### config.mk
export PLATFORM = sky130hd
export DESIGN_NAME = dras_top
export DESIGN_NICKNAME = d
export VERILOG_FILES = /design/src/design/dras_pkg.sv /design/src/design/dras_top.sv
export VERILOG_INCLUDE_DIRS = /design/src /design/src/design
export SDC_FILE = /design/constraint.sdc
export NUM_CORES = 2
export LEC_CHECK = 0
export BUFFER_PORTS_ARGS = -buffer_cell sky130_fd_sc_hd__buf_2
export CORE_MARGIN = 2
export CORE_UTILIZATION = 45
export CTS_CLUSTER_SIZE = 25
export DETAILED_ROUTE_END_ITERATION = 8
export PLACE_DENSITY = 0.69
export SYNTH_ARGS = -nofsm -noshare
export SYNTH_HDL_FRONTEND = slang
export SYNTH_SLANG_ARGS = --single-unit
### constraint.sdc
create_clock -name hclk -period 3.2 [get_ports hclk]
set_clock_uncertainty 0.2 [all_clocks]
set_input_delay 0.16 -clock hclk [delete_from_list [all_inputs] [get_ports hclk]]
set_output_delay 0.16 -clock hclk [all_outputs]
set_load 0.01 [all_outputs]
### src/design/dras_consts.svh
`ifndef DRAS_CONSTS_SVH
`define DRAS_CONSTS_SVH

// register byte offsets
`define DRAS_OFF_CTRL 8'h00
`define DRAS_OFF_LIMIT 8'h04
`define DRAS_OFF_LSEC 8'h08
`define DRAS_OFF_GEOM 8'h0c
`define DRAS_OFF_STATUS 8'h10
`define DRAS_OFF_RETRY 8'h14

// control register fields
`define DRAS_CTRL_START 0
`define DRAS_CTRL_STORE 1
`define DRAS_CTRL_ECC 2
`define DRAS_CTRL_SPAN_LSB 4
`define DRAS_CTRL_ITC_LSB 8

// limit register fields
`define DRAS_LIMIT_DATA_LSB 0
`define DRAS_LIMIT_REPOS_LSB 8

// geometry register fields
`define DRAS_GEOM_NSEC_LSB 0
`define DRAS_GEOM_HEADS_LSB 8
`define DRAS_GEOM_ONE_BASED 16
`define DRAS_GEOM_DRIVE_LSB 17
`define DRAS_GEOM_BUF_LSB 20

// reset values
`define DRAS_RST_DLIM 8'h04
`define DRAS_RST_SLIM 8'h02
`define DRAS_RST_NSEC 8'h20
`define DRAS_RST_NHEADS 5'h04
`define DRAS_RST_SPAN 4'h0
`define DRAS_RST_ITC 3'h0

// completion codes and warning bits
`define DRAS_ERR_OK 8'h00
`define DRAS_ERR_ECC 8'h06
`define DRAS_ERR_DATA 8'h0c
`define DRAS_ERR_SEEK 8'h0d
`define DRAS_DET_CMP 0
`define DRAS_DET_CORR 1
`define DRAS_DET_DATA 2
`define DRAS_DET_SEEK 3

// autoboot
`define DRAS_STRAP_SETTLE 2'h3
`define DRAS_SECT_WINCH 8'h20
`define DRAS_SECT_FLOPPY 8'h10
`define DRAS_BUF_COUNT 5'h08
`define DRAS_BUF_BASE 16'h0800
`define DRAS_WS_BASE 17'h0_0169
`define DRAS_MSG_MIN 8'h02

`endif

### src/design/dras_pkg.sv
package dras_pkg;

  typedef enum logic [3:0] {
    S_STRAP, S_IDLE, S_MAP, S_ISSUE, S_WAIT, S_EXAM, S_SEND, S_JUMP, S_RUN, S_HALT
  } dras_state_t;

  typedef enum logic [2:0] {
    PH_INIT, PH_HOME, PH_RESTORE, PH_SEEK, PH_XFER, PH_CORRECT
  } dras_phase_t;

  typedef enum logic [2:0] {
    OP_NONE, OP_SELECT_INIT, OP_RESTORE, OP_SEEK, OP_FETCH, OP_STORE, OP_CORRECT
  } dras_op_kind_t;

  typedef struct packed {
    dras_op_kind_t kind;
    logic [2:0] drive;
    logic [15:0] cyl;
    logic [4:0] head;
    logic [7:0] sector;
    logic [3:0] buffer;
  } dras_op_t;

  typedef struct packed {
    logic id_timeout;
    logic compare_byte_mismatch;
    logic data_error;
    logic correct_failed;
  } dras_data_phase_status_t;

  typedef struct packed {
    logic [15:0] entry;
    logic [15:0] ws_top;
    logic [15:0] param1;
    logic [15:0] param2;
    logic [15:0] param3;
  } dras_boot_info_t;

  typedef struct packed {
    dras_state_t st;
    dras_phase_t ph;
    logic [2:0] sync1;
    logic [2:0] sync2;
    logic [1:0] settle;
    logic boot;
    logic boot_load;
    logic [2:0] drive;
    logic store;
    logic ecc_sel;
    logic [3:0] span;
    logic [2:0] itc;
    logic [7:0] dlim;
    logic [7:0] slim;
    logic [23:0] lsec;
    logic [7:0] nsec;
    logic [4:0] nheads;
    logic one_based;
    logic [3:0] buf_sel;
    logic [23:0] rem;
    logic [4:0] head;
    logic [15:0] cyl;
    logic [7:0] sector;
    logic [7:0] scnt;
    logic [7:0] kcnt;
    logic sflag;
    logic kflag;
    logic cmpflag;
    logic [31:0] syn;
    logic have_syn;
    logic [7:0] err_code;
    logic [7:0] detail;
    logic busy;
    logic error_pin;
    logic halted;
    logic running;
    dras_op_t op;
    logic op_req;
    logic tx_valid;
    logic [7:0] tx_data;
    logic [8:0] idx;
    logic [8:0] cap_idx;
    logic [8:0] nload;
    logic [8:0] kload;
    logic [4:0] nfree;
    logic boot_jump;
    dras_boot_info_t info;
    logic a_wr;
    logic [7:0] a_addr;
    logic [31:0] hrdata;
  } dras_regs_t;

endpackage

### src/design/dras_top.sv
`timescale 1ns/10ps
`include "dras_consts.svh"

// Contract
// sector retry only when ID found and data error is neither timeout nor compare mismatch; code retries even with compare mismatch set
// qualifying data error reissues the same operation at once unless correcting
// data retry limit bounds sector retries; zero disables them
// ECC correction tried only after two equal syndromes, needing one retry
// ID search timeout causes restore, re-seek, then a new attempt
// reposition retry limit bounds seek retries; zero disables them
// each seek retry clears the sector retry count
// hardware retries off unless index timeout count is 1 to 7; unlogged; code retries at any count, 0 included
// at reset, low boot request pin starts autoboot
// two drive code pins pick drive 1 to 4 and its type
// autoboot selects, initialises, restores, then reads cylinder 0 head 0 sector 1
// failed boot sector read raises error pin and halts
// first byte 2 to 255 sends it plus that many bytes on link 0
// first byte 0 or 1 marks a self-boot descriptor; byte 1 ignored
// descriptor bytes 2-7 give code length, entry offset, workspace words
// descriptor bytes 8-13 give three parameters for the boot code
// code loads from logical sector 1 into top of buffer; must fit
// on good load and workspace, jump with parameters; any error halts
// boot code returning control makes the device halt
// workspace is 361 words plus 128 per free buffer, below the code
// board supplies 20 MHz or 16 MHz write clock for autoboot
// exhausted limits end with code 0x0C or 0x0D and zero detail
// success detail sets bit 2 for sector and bit 3 for seek retries
// logical sectors advance sector first, then head, then cylinder
// both retry counts clear at start of each sector command
// boot message bytes go in sector order from length byte, unframed
module dras_top
  import dras_pkg::*;
(
  input wire logic hclk,
  input wire logic hresetn,
  input wire logic hsel,
  input wire logic [31:0] haddr,
  input wire logic [1:0] htrans,
  input wire logic hwrite,
  input wire logic [2:0] hsize,
  input wire logic [31:0] hwdata,
  input wire logic hready,
  output logic [31:0] hrdata,
  output logic hreadyout,
  output logic hresp,
  input wire logic [2:0] head_choice_lines,
  output dras_op_t op_cmd,
  output logic op_req,
  input wire logic op_done,
  input wire dras_data_phase_status_t data_phase_status,
  input wire logic [31:0] op_syndrome,
  input wire logic rd_valid,
  input wire logic [7:0] rd_data,
  output logic tx_valid,
  output logic [7:0] tx_data,
  input wire logic tx_ready,
  output logic [2:0] index_timeout_count,
  output logic boot_jump,
  output dras_boot_info_t boot_info,
  input wire logic boot_return,
  output logic error_pin
);

  dras_regs_t r;
  dras_regs_t n;
  logic [7:0] mem [0:255];
  logic cap_en;
  logic accept;
  logic [31:0] rdv;
  logic fin;
  logic [7:0] fcode;
  logic [7:0] fdet;
  logic [15:0] code_len;
  logic [8:0] nload_w;
  logic [16:0] ws_avail;
  logic [15:0] code_base;

  // reset both retry counters and begin mapping a logical sector
  function automatic dras_regs_t start_xfer(dras_regs_t s, logic [23:0] lsn, logic [3:0] bufi);
    dras_regs_t t;
    t = s;
    t.rem = lsn;
    t.head = '0;
    t.cyl = '0;
    t.buf_sel = bufi;
    t.scnt = '0;
    t.kcnt = '0;
    t.sflag = 1'h0;
    t.kflag = 1'h0;
    t.cmpflag = 1'h0;
    t.have_syn = 1'h0;
    t.st = S_MAP;
    return t;
  endfunction

  assign accept = hsel && htrans[1] && hready;
  assign cap_en = (r.st == S_WAIT) && (r.ph == PH_XFER) && r.boot && !r.boot_load && rd_valid && !r.cap_idx[8];
  assign code_len = {mem[3], mem[2]};
  assign nload_w = 9'((17'(code_len) + 17'h0_00ff) >> 8);
  assign ws_avail = `DRAS_WS_BASE + {5'h00, r.nfree, 7'h00};
  assign code_base = `DRAS_BUF_BASE + {3'h0, r.nfree, 8'h00};

  always_comb begin
    rdv = '0;
    if (haddr[31:8] != 24'h00_0000) begin
      rdv = '0;
    end else if (haddr[7:0] == `DRAS_OFF_CTRL) begin
      rdv[`DRAS_CTRL_STORE] = r.store;
      rdv[`DRAS_CTRL_ECC] = r.ecc_sel;
      rdv[`DRAS_CTRL_SPAN_LSB +: 4] = r.span;
      rdv[`DRAS_CTRL_ITC_LSB +: 3] = r.itc;
    end else if (haddr[7:0] == `DRAS_OFF_LIMIT) begin
      rdv[`DRAS_LIMIT_DATA_LSB +: 8] = r.dlim;
      rdv[`DRAS_LIMIT_REPOS_LSB +: 8] = r.slim;
    end else if (haddr[7:0] == `DRAS_OFF_LSEC) begin
      rdv[23:0] = r.lsec;
    end else if (haddr[7:0] == `DRAS_OFF_GEOM) begin
      rdv[`DRAS_GEOM_NSEC_LSB +: 8] = r.nsec;
      rdv[`DRAS_GEOM_HEADS_LSB +: 5] = r.nheads;
      rdv[`DRAS_GEOM_ONE_BASED] = r.one_based;
      rdv[`DRAS_GEOM_DRIVE_LSB +: 3] = r.drive;
      rdv[`DRAS_GEOM_BUF_LSB +: 4] = r.buf_sel;
    end else if (haddr[7:0] == `DRAS_OFF_STATUS) begin
      rdv = {8'h00, r.detail, r.err_code, 4'h0, r.running, r.halted, r.error_pin, r.busy};
    end else if (haddr[7:0] == `DRAS_OFF_RETRY) begin
      rdv = {16'h0000, r.kcnt, r.scnt};
    end
  end

  always_comb begin
    n = r;
    fin = 1'h0;
    fcode = `DRAS_ERR_OK;
    fdet = 8'h00;
    n.op_req = 1'h0;
    n.boot_jump = 1'h0;
    n.sync1 = head_choice_lines;
    n.sync2 = r.sync1;
    n.a_wr = accept && hwrite;
    if (accept) begin
      n.a_addr = haddr[31:8] == 24'h00_0000 ? haddr[7:0] : 8'hff;
    end
    if (accept && !hwrite) begin
      n.hrdata = rdv;
    end
    if (cap_en) begin
      n.cap_idx = 9'(r.cap_idx + 9'h001);
    end
    // register writes land in the data phase
    if (r.a_wr) begin
      if (r.a_addr == `DRAS_OFF_CTRL) begin
        n.store = hwdata[`DRAS_CTRL_STORE];
        n.ecc_sel = hwdata[`DRAS_CTRL_ECC];
        n.span = hwdata[`DRAS_CTRL_SPAN_LSB +: 4];
        n.itc = hwdata[`DRAS_CTRL_ITC_LSB +: 3];
        if (hwdata[`DRAS_CTRL_START] && (r.st == S_IDLE)) begin
          n = start_xfer(n, r.lsec, r.buf_sel);
          n.busy = 1'h1;
          n.err_code = `DRAS_ERR_OK;
          n.detail = 8'h00;
        end
      end else if (r.a_addr == `DRAS_OFF_LIMIT) begin
        n.dlim = hwdata[`DRAS_LIMIT_DATA_LSB +: 8];
        n.slim = hwdata[`DRAS_LIMIT_REPOS_LSB +: 8];
      end else if (r.a_addr == `DRAS_OFF_LSEC) begin
        n.lsec = hwdata[23:0];
      end else if (r.a_addr == `DRAS_OFF_GEOM) begin
        n.nsec = hwdata[`DRAS_GEOM_NSEC_LSB +: 8];
        n.nheads = hwdata[`DRAS_GEOM_HEADS_LSB +: 5];
        n.one_based = hwdata[`DRAS_GEOM_ONE_BASED];
        n.drive = hwdata[`DRAS_GEOM_DRIVE_LSB +: 3];
        n.buf_sel = hwdata[`DRAS_GEOM_BUF_LSB +: 4];
      end
    end

    case (r.st)
      S_STRAP: begin
        n.settle = 2'(r.settle + 2'h1);
        if (r.settle == `DRAS_STRAP_SETTLE) begin
          if (!r.sync2[2]) begin
            n.boot = 1'h1;
            n.busy = 1'h1;
            n.drive = 3'(3'h4 - {1'h0, r.sync2[1:0]});
            n.nsec = r.sync2[1] ? `DRAS_SECT_WINCH : `DRAS_SECT_FLOPPY;
            n.one_based = 1'h1;
            n.ph = PH_INIT;
            n.st = S_ISSUE;
          end else begin
            n.st = S_IDLE;
          end
        end
      end
      S_IDLE: begin
      end
      S_MAP: begin
        if ((r.nsec != 8'h00) && (r.rem >= 24'(r.nsec))) begin
          n.rem = 24'(r.rem - 24'(r.nsec));
          if (5'(r.head + 5'h01) >= r.nheads) begin
            n.head = '0;
            n.cyl = 16'(r.cyl + 16'h0001);
          end else begin
            n.head = 5'(r.head + 5'h01);
          end
        end else begin
          n.sector = 8'(r.rem[7:0] + {7'h00, r.one_based});
          n.ph = PH_XFER;
          n.st = S_ISSUE;
        end
      end
      S_ISSUE: begin
        n.op_req = 1'h1;
        n.op.drive = r.drive;
        n.op.cyl = r.ph >= PH_SEEK ? r.cyl : 16'h0000;
        n.op.head = r.head;
        n.op.sector = r.sector;
        n.op.buffer = r.buf_sel;
        case (r.ph)
          PH_INIT: n.op.kind = OP_SELECT_INIT;
          PH_HOME: n.op.kind = OP_RESTORE;
          PH_RESTORE: n.op.kind = OP_RESTORE;
          PH_SEEK: n.op.kind = OP_SEEK;
          PH_XFER: n.op.kind = (r.store && !r.boot) ? OP_STORE : OP_FETCH;
          default: n.op.kind = OP_CORRECT;
        endcase
        n.cap_idx = '0;
        n.st = S_WAIT;
      end
      S_WAIT: begin
        if (op_done) begin
          case (r.ph)
            PH_INIT: begin
              n.ph = PH_HOME;
              n.st = S_ISSUE;
            end
            PH_HOME: begin
              n = start_xfer(n, 24'h00_0000, 4'h0);
            end
            PH_RESTORE: begin
              n.ph = PH_SEEK;
              n.st = S_ISSUE;
            end
            PH_SEEK: begin
              n.ph = PH_XFER;
              n.st = S_ISSUE;
            end
            PH_XFER: begin
              if (data_phase_status.id_timeout) begin
                if (r.kcnt < r.slim) begin
                  n.kcnt = 8'(r.kcnt + 8'h01);
                  n.kflag = 1'h1;
                  n.scnt = '0;
                  n.have_syn = 1'h0;
                  n.ph = PH_RESTORE;
                  n.st = S_ISSUE;
                end else begin
                  fin = 1'h1;
                  fcode = `DRAS_ERR_SEEK;
                end
              end else if (data_phase_status.data_error) begin
                if (r.ecc_sel && (r.span != 4'h0) && r.have_syn && (r.syn == op_syndrome) &&
                    (op_syndrome != 32'h0000_0000)) begin
                  n.ph = PH_CORRECT;
                  n.st = S_ISSUE;
                end else if (r.scnt < r.dlim) begin
                  n.scnt = 8'(r.scnt + 8'h01);
                  n.sflag = 1'h1;
                  n.syn = op_syndrome;
                  n.have_syn = 1'h1;
                  n.st = S_ISSUE;
                end else begin
                  fin = 1'h1;
                  fcode = `DRAS_ERR_DATA;
                end
              end else begin
                fin = 1'h1;
                fdet[`DRAS_DET_CMP] = data_phase_status.compare_byte_mismatch;
                fdet[`DRAS_DET_DATA] = r.sflag;
                fdet[`DRAS_DET_SEEK] = r.kflag;
              end
            end
            default: begin
              fin = 1'h1;
              if (data_phase_status.correct_failed) begin
                fcode = `DRAS_ERR_ECC;
              end else begin
                fdet[`DRAS_DET_CORR] = 1'h1;
                fdet[`DRAS_DET_DATA] = r.sflag;
                fdet[`DRAS_DET_SEEK] = r.kflag;
              end
            end
          endcase
        end
      end
      S_EXAM: begin
        if (mem[0] >= `DRAS_MSG_MIN) begin
          n.idx = '0;
          n.tx_valid = 1'h1;
          n.tx_data = mem[0];
          n.st = S_SEND;
        end else if (nload_w > {4'h0, `DRAS_BUF_COUNT}) begin
          n.error_pin = 1'h1;
          n.halted = 1'h1;
          n.st = S_HALT;
        end else begin
          n.nload = nload_w;
          n.nfree = 5'(`DRAS_BUF_COUNT - nload_w[4:0]);
          n.kload = '0;
          n.boot_load = 1'h1;
          if (nload_w == 9'h000) begin
            n.st = S_JUMP;
          end else begin
            n = start_xfer(n, 24'h00_0001, 4'(`DRAS_BUF_COUNT - nload_w[4:0]));
          end
        end
      end
      S_SEND: begin
        if (r.tx_valid && tx_ready) begin
          if (r.idx[7:0] == mem[0]) begin
            n.tx_valid = 1'h0;
            n.boot = 1'h0;
            n.busy = 1'h0;
            n.st = S_IDLE;
          end else begin
            n.idx = 9'(r.idx + 9'h001);
            n.tx_data = mem[8'(r.idx + 9'h001)];
          end
        end
      end
      S_JUMP: begin
        if (17'({mem[7], mem[6]}) <= ws_avail) begin
          n.boot_jump = 1'h1;
          n.info.entry = 16'(code_base + {mem[5], mem[4]});
          n.info.ws_top = code_base;
          n.info.param1 = {mem[9], mem[8]};
          n.info.param2 = {mem[11], mem[10]};
          n.info.param3 = {mem[13], mem[12]};
          n.running = 1'h1;
          n.st = S_RUN;
        end else begin
          n.error_pin = 1'h1;
          n.halted = 1'h1;
          n.st = S_HALT;
        end
      end
      S_RUN: begin
        if (boot_return) begin
          n.running = 1'h0;
          n.halted = 1'h1;
          n.st = S_HALT;
        end
      end
      default: begin
      end
    endcase

    if (fin) begin
      if (r.boot) begin
        if (fcode != `DRAS_ERR_OK) begin
          n.error_pin = 1'h1;
          n.halted = 1'h1;
          n.st = S_HALT;
        end else if (!r.boot_load) begin
          n.st = S_EXAM;
        end else if (9'(r.kload + 9'h001) == r.nload) begin
          n.st = S_JUMP;
        end else begin
          n.kload = 9'(r.kload + 9'h001);
          n = start_xfer(n, 24'(r.kload + 9'h002), 4'(r.buf_sel + 4'h1));
        end
      end else begin
        n.err_code = fcode;
        n.detail = fdet;
        n.busy = 1'h0;
        n.st = S_IDLE;
      end
    end
  end

  always_ff @(posedge hclk or negedge hresetn) begin
    if (!hresetn) begin
      r <= '0;
      r.st <= S_STRAP;
      r.ph <= PH_INIT;
      r.op.kind <= OP_NONE;
      r.dlim <= `DRAS_RST_DLIM;
      r.slim <= `DRAS_RST_SLIM;
      r.nsec <= `DRAS_RST_NSEC;
      r.nheads <= `DRAS_RST_NHEADS;
      r.span <= `DRAS_RST_SPAN;
      r.itc <= `DRAS_RST_ITC;
    end else begin
      r <= n;
    end
  end

  // sector bytes of the boot sector, kept for message and descriptor
  always_ff @(posedge hclk) begin
    if (cap_en) begin
      mem[r.cap_idx[7:0]] <= rd_data;
    end
  end

  assign hrdata = r.hrdata;
  assign hreadyout = 1'h1;
  assign hresp = 1'h0;
  assign op_cmd = r.op;
  assign op_req = r.op_req;
  assign tx_valid = r.tx_valid;
  assign tx_data = r.tx_data;
  assign index_timeout_count = r.itc;
  assign boot_jump = r.boot_jump;
  assign boot_info = r.info;
  assign error_pin = r.error_pin;

endmodule

==> run metrics <==
status=finished with violations; violated checks=negative setup slack; yosys synthesis warning count=0; RSZ-0062 raised after global routing=yes; post-layout min period=3.60 ns; met1 WL=111000 um; Synth area leaders=edfxtp_1 (60%), mux4_2 (11%), dfrtp_1 (9.8%), nand2_1 (2.9%), nor2_1 (1.5%); Distinct cells, synth=96; Ports=293; CP startpoint kind=register; number of buffers added on ports=260; DRC viols=0; crit path kind=register to register; pwr/cell area=513 nW/um^2; Layout Cells excl Fill=10.5k; cell chain of the critical path=ha_4 -> clkbuf_16 -> buf_16 -> mux4_2 -> mux2i_1 -> a21oi_2 -> a22o_1 -> nor4_4 -> buf_4 -> nand3_2 -> a221o_1; antenna violations before repair=8; Die Width=480 um; # nets final=7499; Crit. End Element=register; clock sinks=2451; Pwr Total=63700 uW; Post-DP HPWL=183000 um; Initial Util=45.3%; Layout area overhead=21.6%; Post-synth EDFFs=2048; Max Used Layer=met5; CP Max Fanout=15; total CTS buffers=about 230; TritonCTS clock tree=yes; Pleak=0.0445 uW; relative slew slack=30.0%; Final setup viols=between 80 and 90; Initial DRT Pass Iterations=8; placed cell areas=112000 sq um; CP arrival=4.16 ns; core area=225000 sq um; fmax=278 MHz; via count=around 62k; FF-to-FF setup slack=-0.40 ns; CP top delay family=compound AO/OA/AOI/OAI gates; Pins Over Slew Limit=0; CTS Buffer Depth=3; dpl ws=-0.847 ns; global-route wire length before repair=~410000 um; largest net degree at the start of global routing=~120; layout cells sized above 1=31.8%; Hold Crit Class=input port to register; wire length on met2=about 130000 um; grt ovf=0; drt via density=5.90; Mapped Cells=~6.3k; vias in the first global route=slightly above 60k; sequential fraction of the synthesis area=70.2%; H-tree depth=4; Final WS setup=-0.397 ns; average wire per standard cell=~27 um; Final Hold Viols=0; max-cap violations=0; Worst path max stage delay=between 0.5 and 0.6 ns; Yosys top cell area share=between 60% and 70%; number of nets with antenna violations after routing=0; VDD IR max=0.000583 V; CTS root buf=clkbuf_16; Post-Syn Area=102000 sq um; Yosys reg bits=approximately 2.5k; Crit-path slowest cell=dfrtp_4; row count=174; worst path buffer plus inverter count=3; Iter 0 DRT Violations=~8k; met3 routed wirelength=27500 um; required time of the critical path=3.76 ns; synthesized area per cell=16.3 sq um; Worst-path clk slew=0.07 ns; WL final=284000 um; die height=480 um; gr usage total=24.1%; Routability Congestion=roughly 0.94; Period Utilization, post-route=112%; area leader, netlist=edfxtp_1; Worst Tran Pin Value=1.05 ns; die area=231000 sq um; Final Instance Area=between 100000 and 150000 sq um; top_reg_cell synth=edfxtp_1; Cells after DPL=9784; clock latency on the worst-skew pair=0.89 ns; worst hold margin=0.0556 ns; ys async rst share=16.4%
-- report_power, final --
part | switching, uW | internal (uW) | total, uW
logic | 854 | 337 | 1190
registers | 26.5 | 34600 | 34600
clock network | 12300 | 15600 | 27900
-- final cells by class --
| class | count | area, sq um |
|---|---|---|
| Fill cell | 17100 | 101000 |
| Sequential cell | 2451 | 71600 |
| Multi-Input combinational cell | 3254 | 29000 |
| Timing Repair Buffer | 1321 | 11800 |
| Clock buffer | 280 | 6140 |
| Tap cell | 2992 | 3740 |
| Clock inverter | 158 | 1600 |
| Inverter | 53 | 199 |
| Antenna cell | 1 | 2.50 |
-- placed cells by master (no fill, tap or decap), drive strengths merged, types with 47 or more instances in the layout --
master | Yosys | routed
a211oi | 47 | 47
a21oi | 141 | 141
and3 | 93 | 93
buf | 307 | 1123
clkbuf | 208 | 300
clkinv | 1 | 114
dfrtp | 399 | 399
dlygate4sd3 | 0 | 174
edfxtp | 2048 | 2048
ha | 58 | 58
inv | 52 | 61
mux2 | 88 | 88
mux2i | 137 | 137
mux4 | 512 | 512
nand2 | 777 | 777
nand3 | 176 | 176
nor2 | 400 | 400
nor3 | 69 | 69
o21ai | 122 | 122
xor2 | 66 | 66
-- worst register-to-register path, delay by kind of cell, from the launching register on --
| family | cells | cell delay (ns) |
|---|---|---|
| AO/OA/AOI/OAI | 3 | 0.73 |
| adder cells (fa/ha/maj) | 1 | 0.39 |
| buffers and inverters | 3 | 0.57 |
| flip-flops | 1 | 0.52 |
| multiplexers | 2 | 0.54 |
| AND/OR/NAND/NOR | 2 | 0.50 |
-- through the flow --
| stage | utilization, % | TNS, ns |
|---|---|---|
| after global routing | 55.1 | -22.48 |
| after CTS | 54.4 | -6.44 |
| after global placement | 49.6 | -10.13 |
| after detailed placement | 49.6 | -17.24 |
| final | 55.1 | -14.10 |
| after floorplan | - | 0 |
-- cells in the mapped netlist (all sizes together) (12+ instances only) --
master and number:
nand4 26, a32o 27, inv 52, xnor2 46
dfrtp 399, nor2 400, o21ai 122, o22ai 12
clkbuf 208, a22oi 29, nand2b 20, mux2i 137
nor2b 22, nand2 777, a21o 12, nand3 176
a32oi 21, mux4 512, nand3b 17, a211oi 47
o21a 14, ha 58, nor4 45, or3 23
edfxtp 2048, and3 93, a31oi 29, nor3 69
o31ai 13, or2 13, and2 19, a22o 45
a21oi 141, mux2 88, buf 307, xor2 66
o211ai 16
-- path summary, 6_finish.rpt --
path,to,cells past startpoint,from
min,r[382]$_DFFE_PN0P_,4,hwdata[11]
max reg2reg,tx_data[1]$_DFFE_PN0P_,11,r[154]$_DFFE_PN0P_
max,tx_data[1]$_DFFE_PN0P_,11,r[154]$_DFFE_PN0P_
max in group asynchronous,boot_info[58]$_DFFE_PN0P_,4,hresetn
min in group asynchronous,r[353]$_DFF_PN0_,4,hresetn
min reg2reg,r[411]$_DFF_PN0_,0,r[414]$_DFF_PN0_
-- state kept, by name, summed over array words and instances (netlist names), 3 cells and up --
| signal | flops |
|---|---|
| tx_data | 8 |
| r | 255 |
| mem | 2048 |
| boot_info | 70 |
| index_timeout_count | 3 |
| op_cmd | 39 |
| hrdata | 24 |
-- layer usage --
layer / global-route usage, % / up-vias
met1: 33.2 / 31800
met2: 37.5 / 3415
li1: - / 26200
met3: 4.88 / 622
met4: 9.79 / 8
met5: 0 / -
-- cells by family (layout without fill, tap and decap cells) --
family                   Yosys count  count (layout)  synth area share, %
AND/OR/NAND/NOR                 1722            1722                 7.49
other                              2              21              0.00736
AO/OA/AOI/OAI                    603             603                 4.04
adder cells (fa/ha/maj)           60              60                0.750
multiplexers                     737             737                 13.6
buffers and inverters            568            1812                 2.98
flip-flops                      2451            2451                 70.2
XOR/XNOR                         112             112                0.969
-- what timing repair did --
item | 4_1_cts | 5_1_grt
pin swaps | 76 | 71
endpoints found under the hold margin | 1704 | 13
buffers inserted | 26 | 77
setup endpoints to repair | 116 | 237
cloned | 11 | 13
hold buffers | 174 | 2
gates resized for setup | 211 | 163
(Power assumes the default switching activity.)
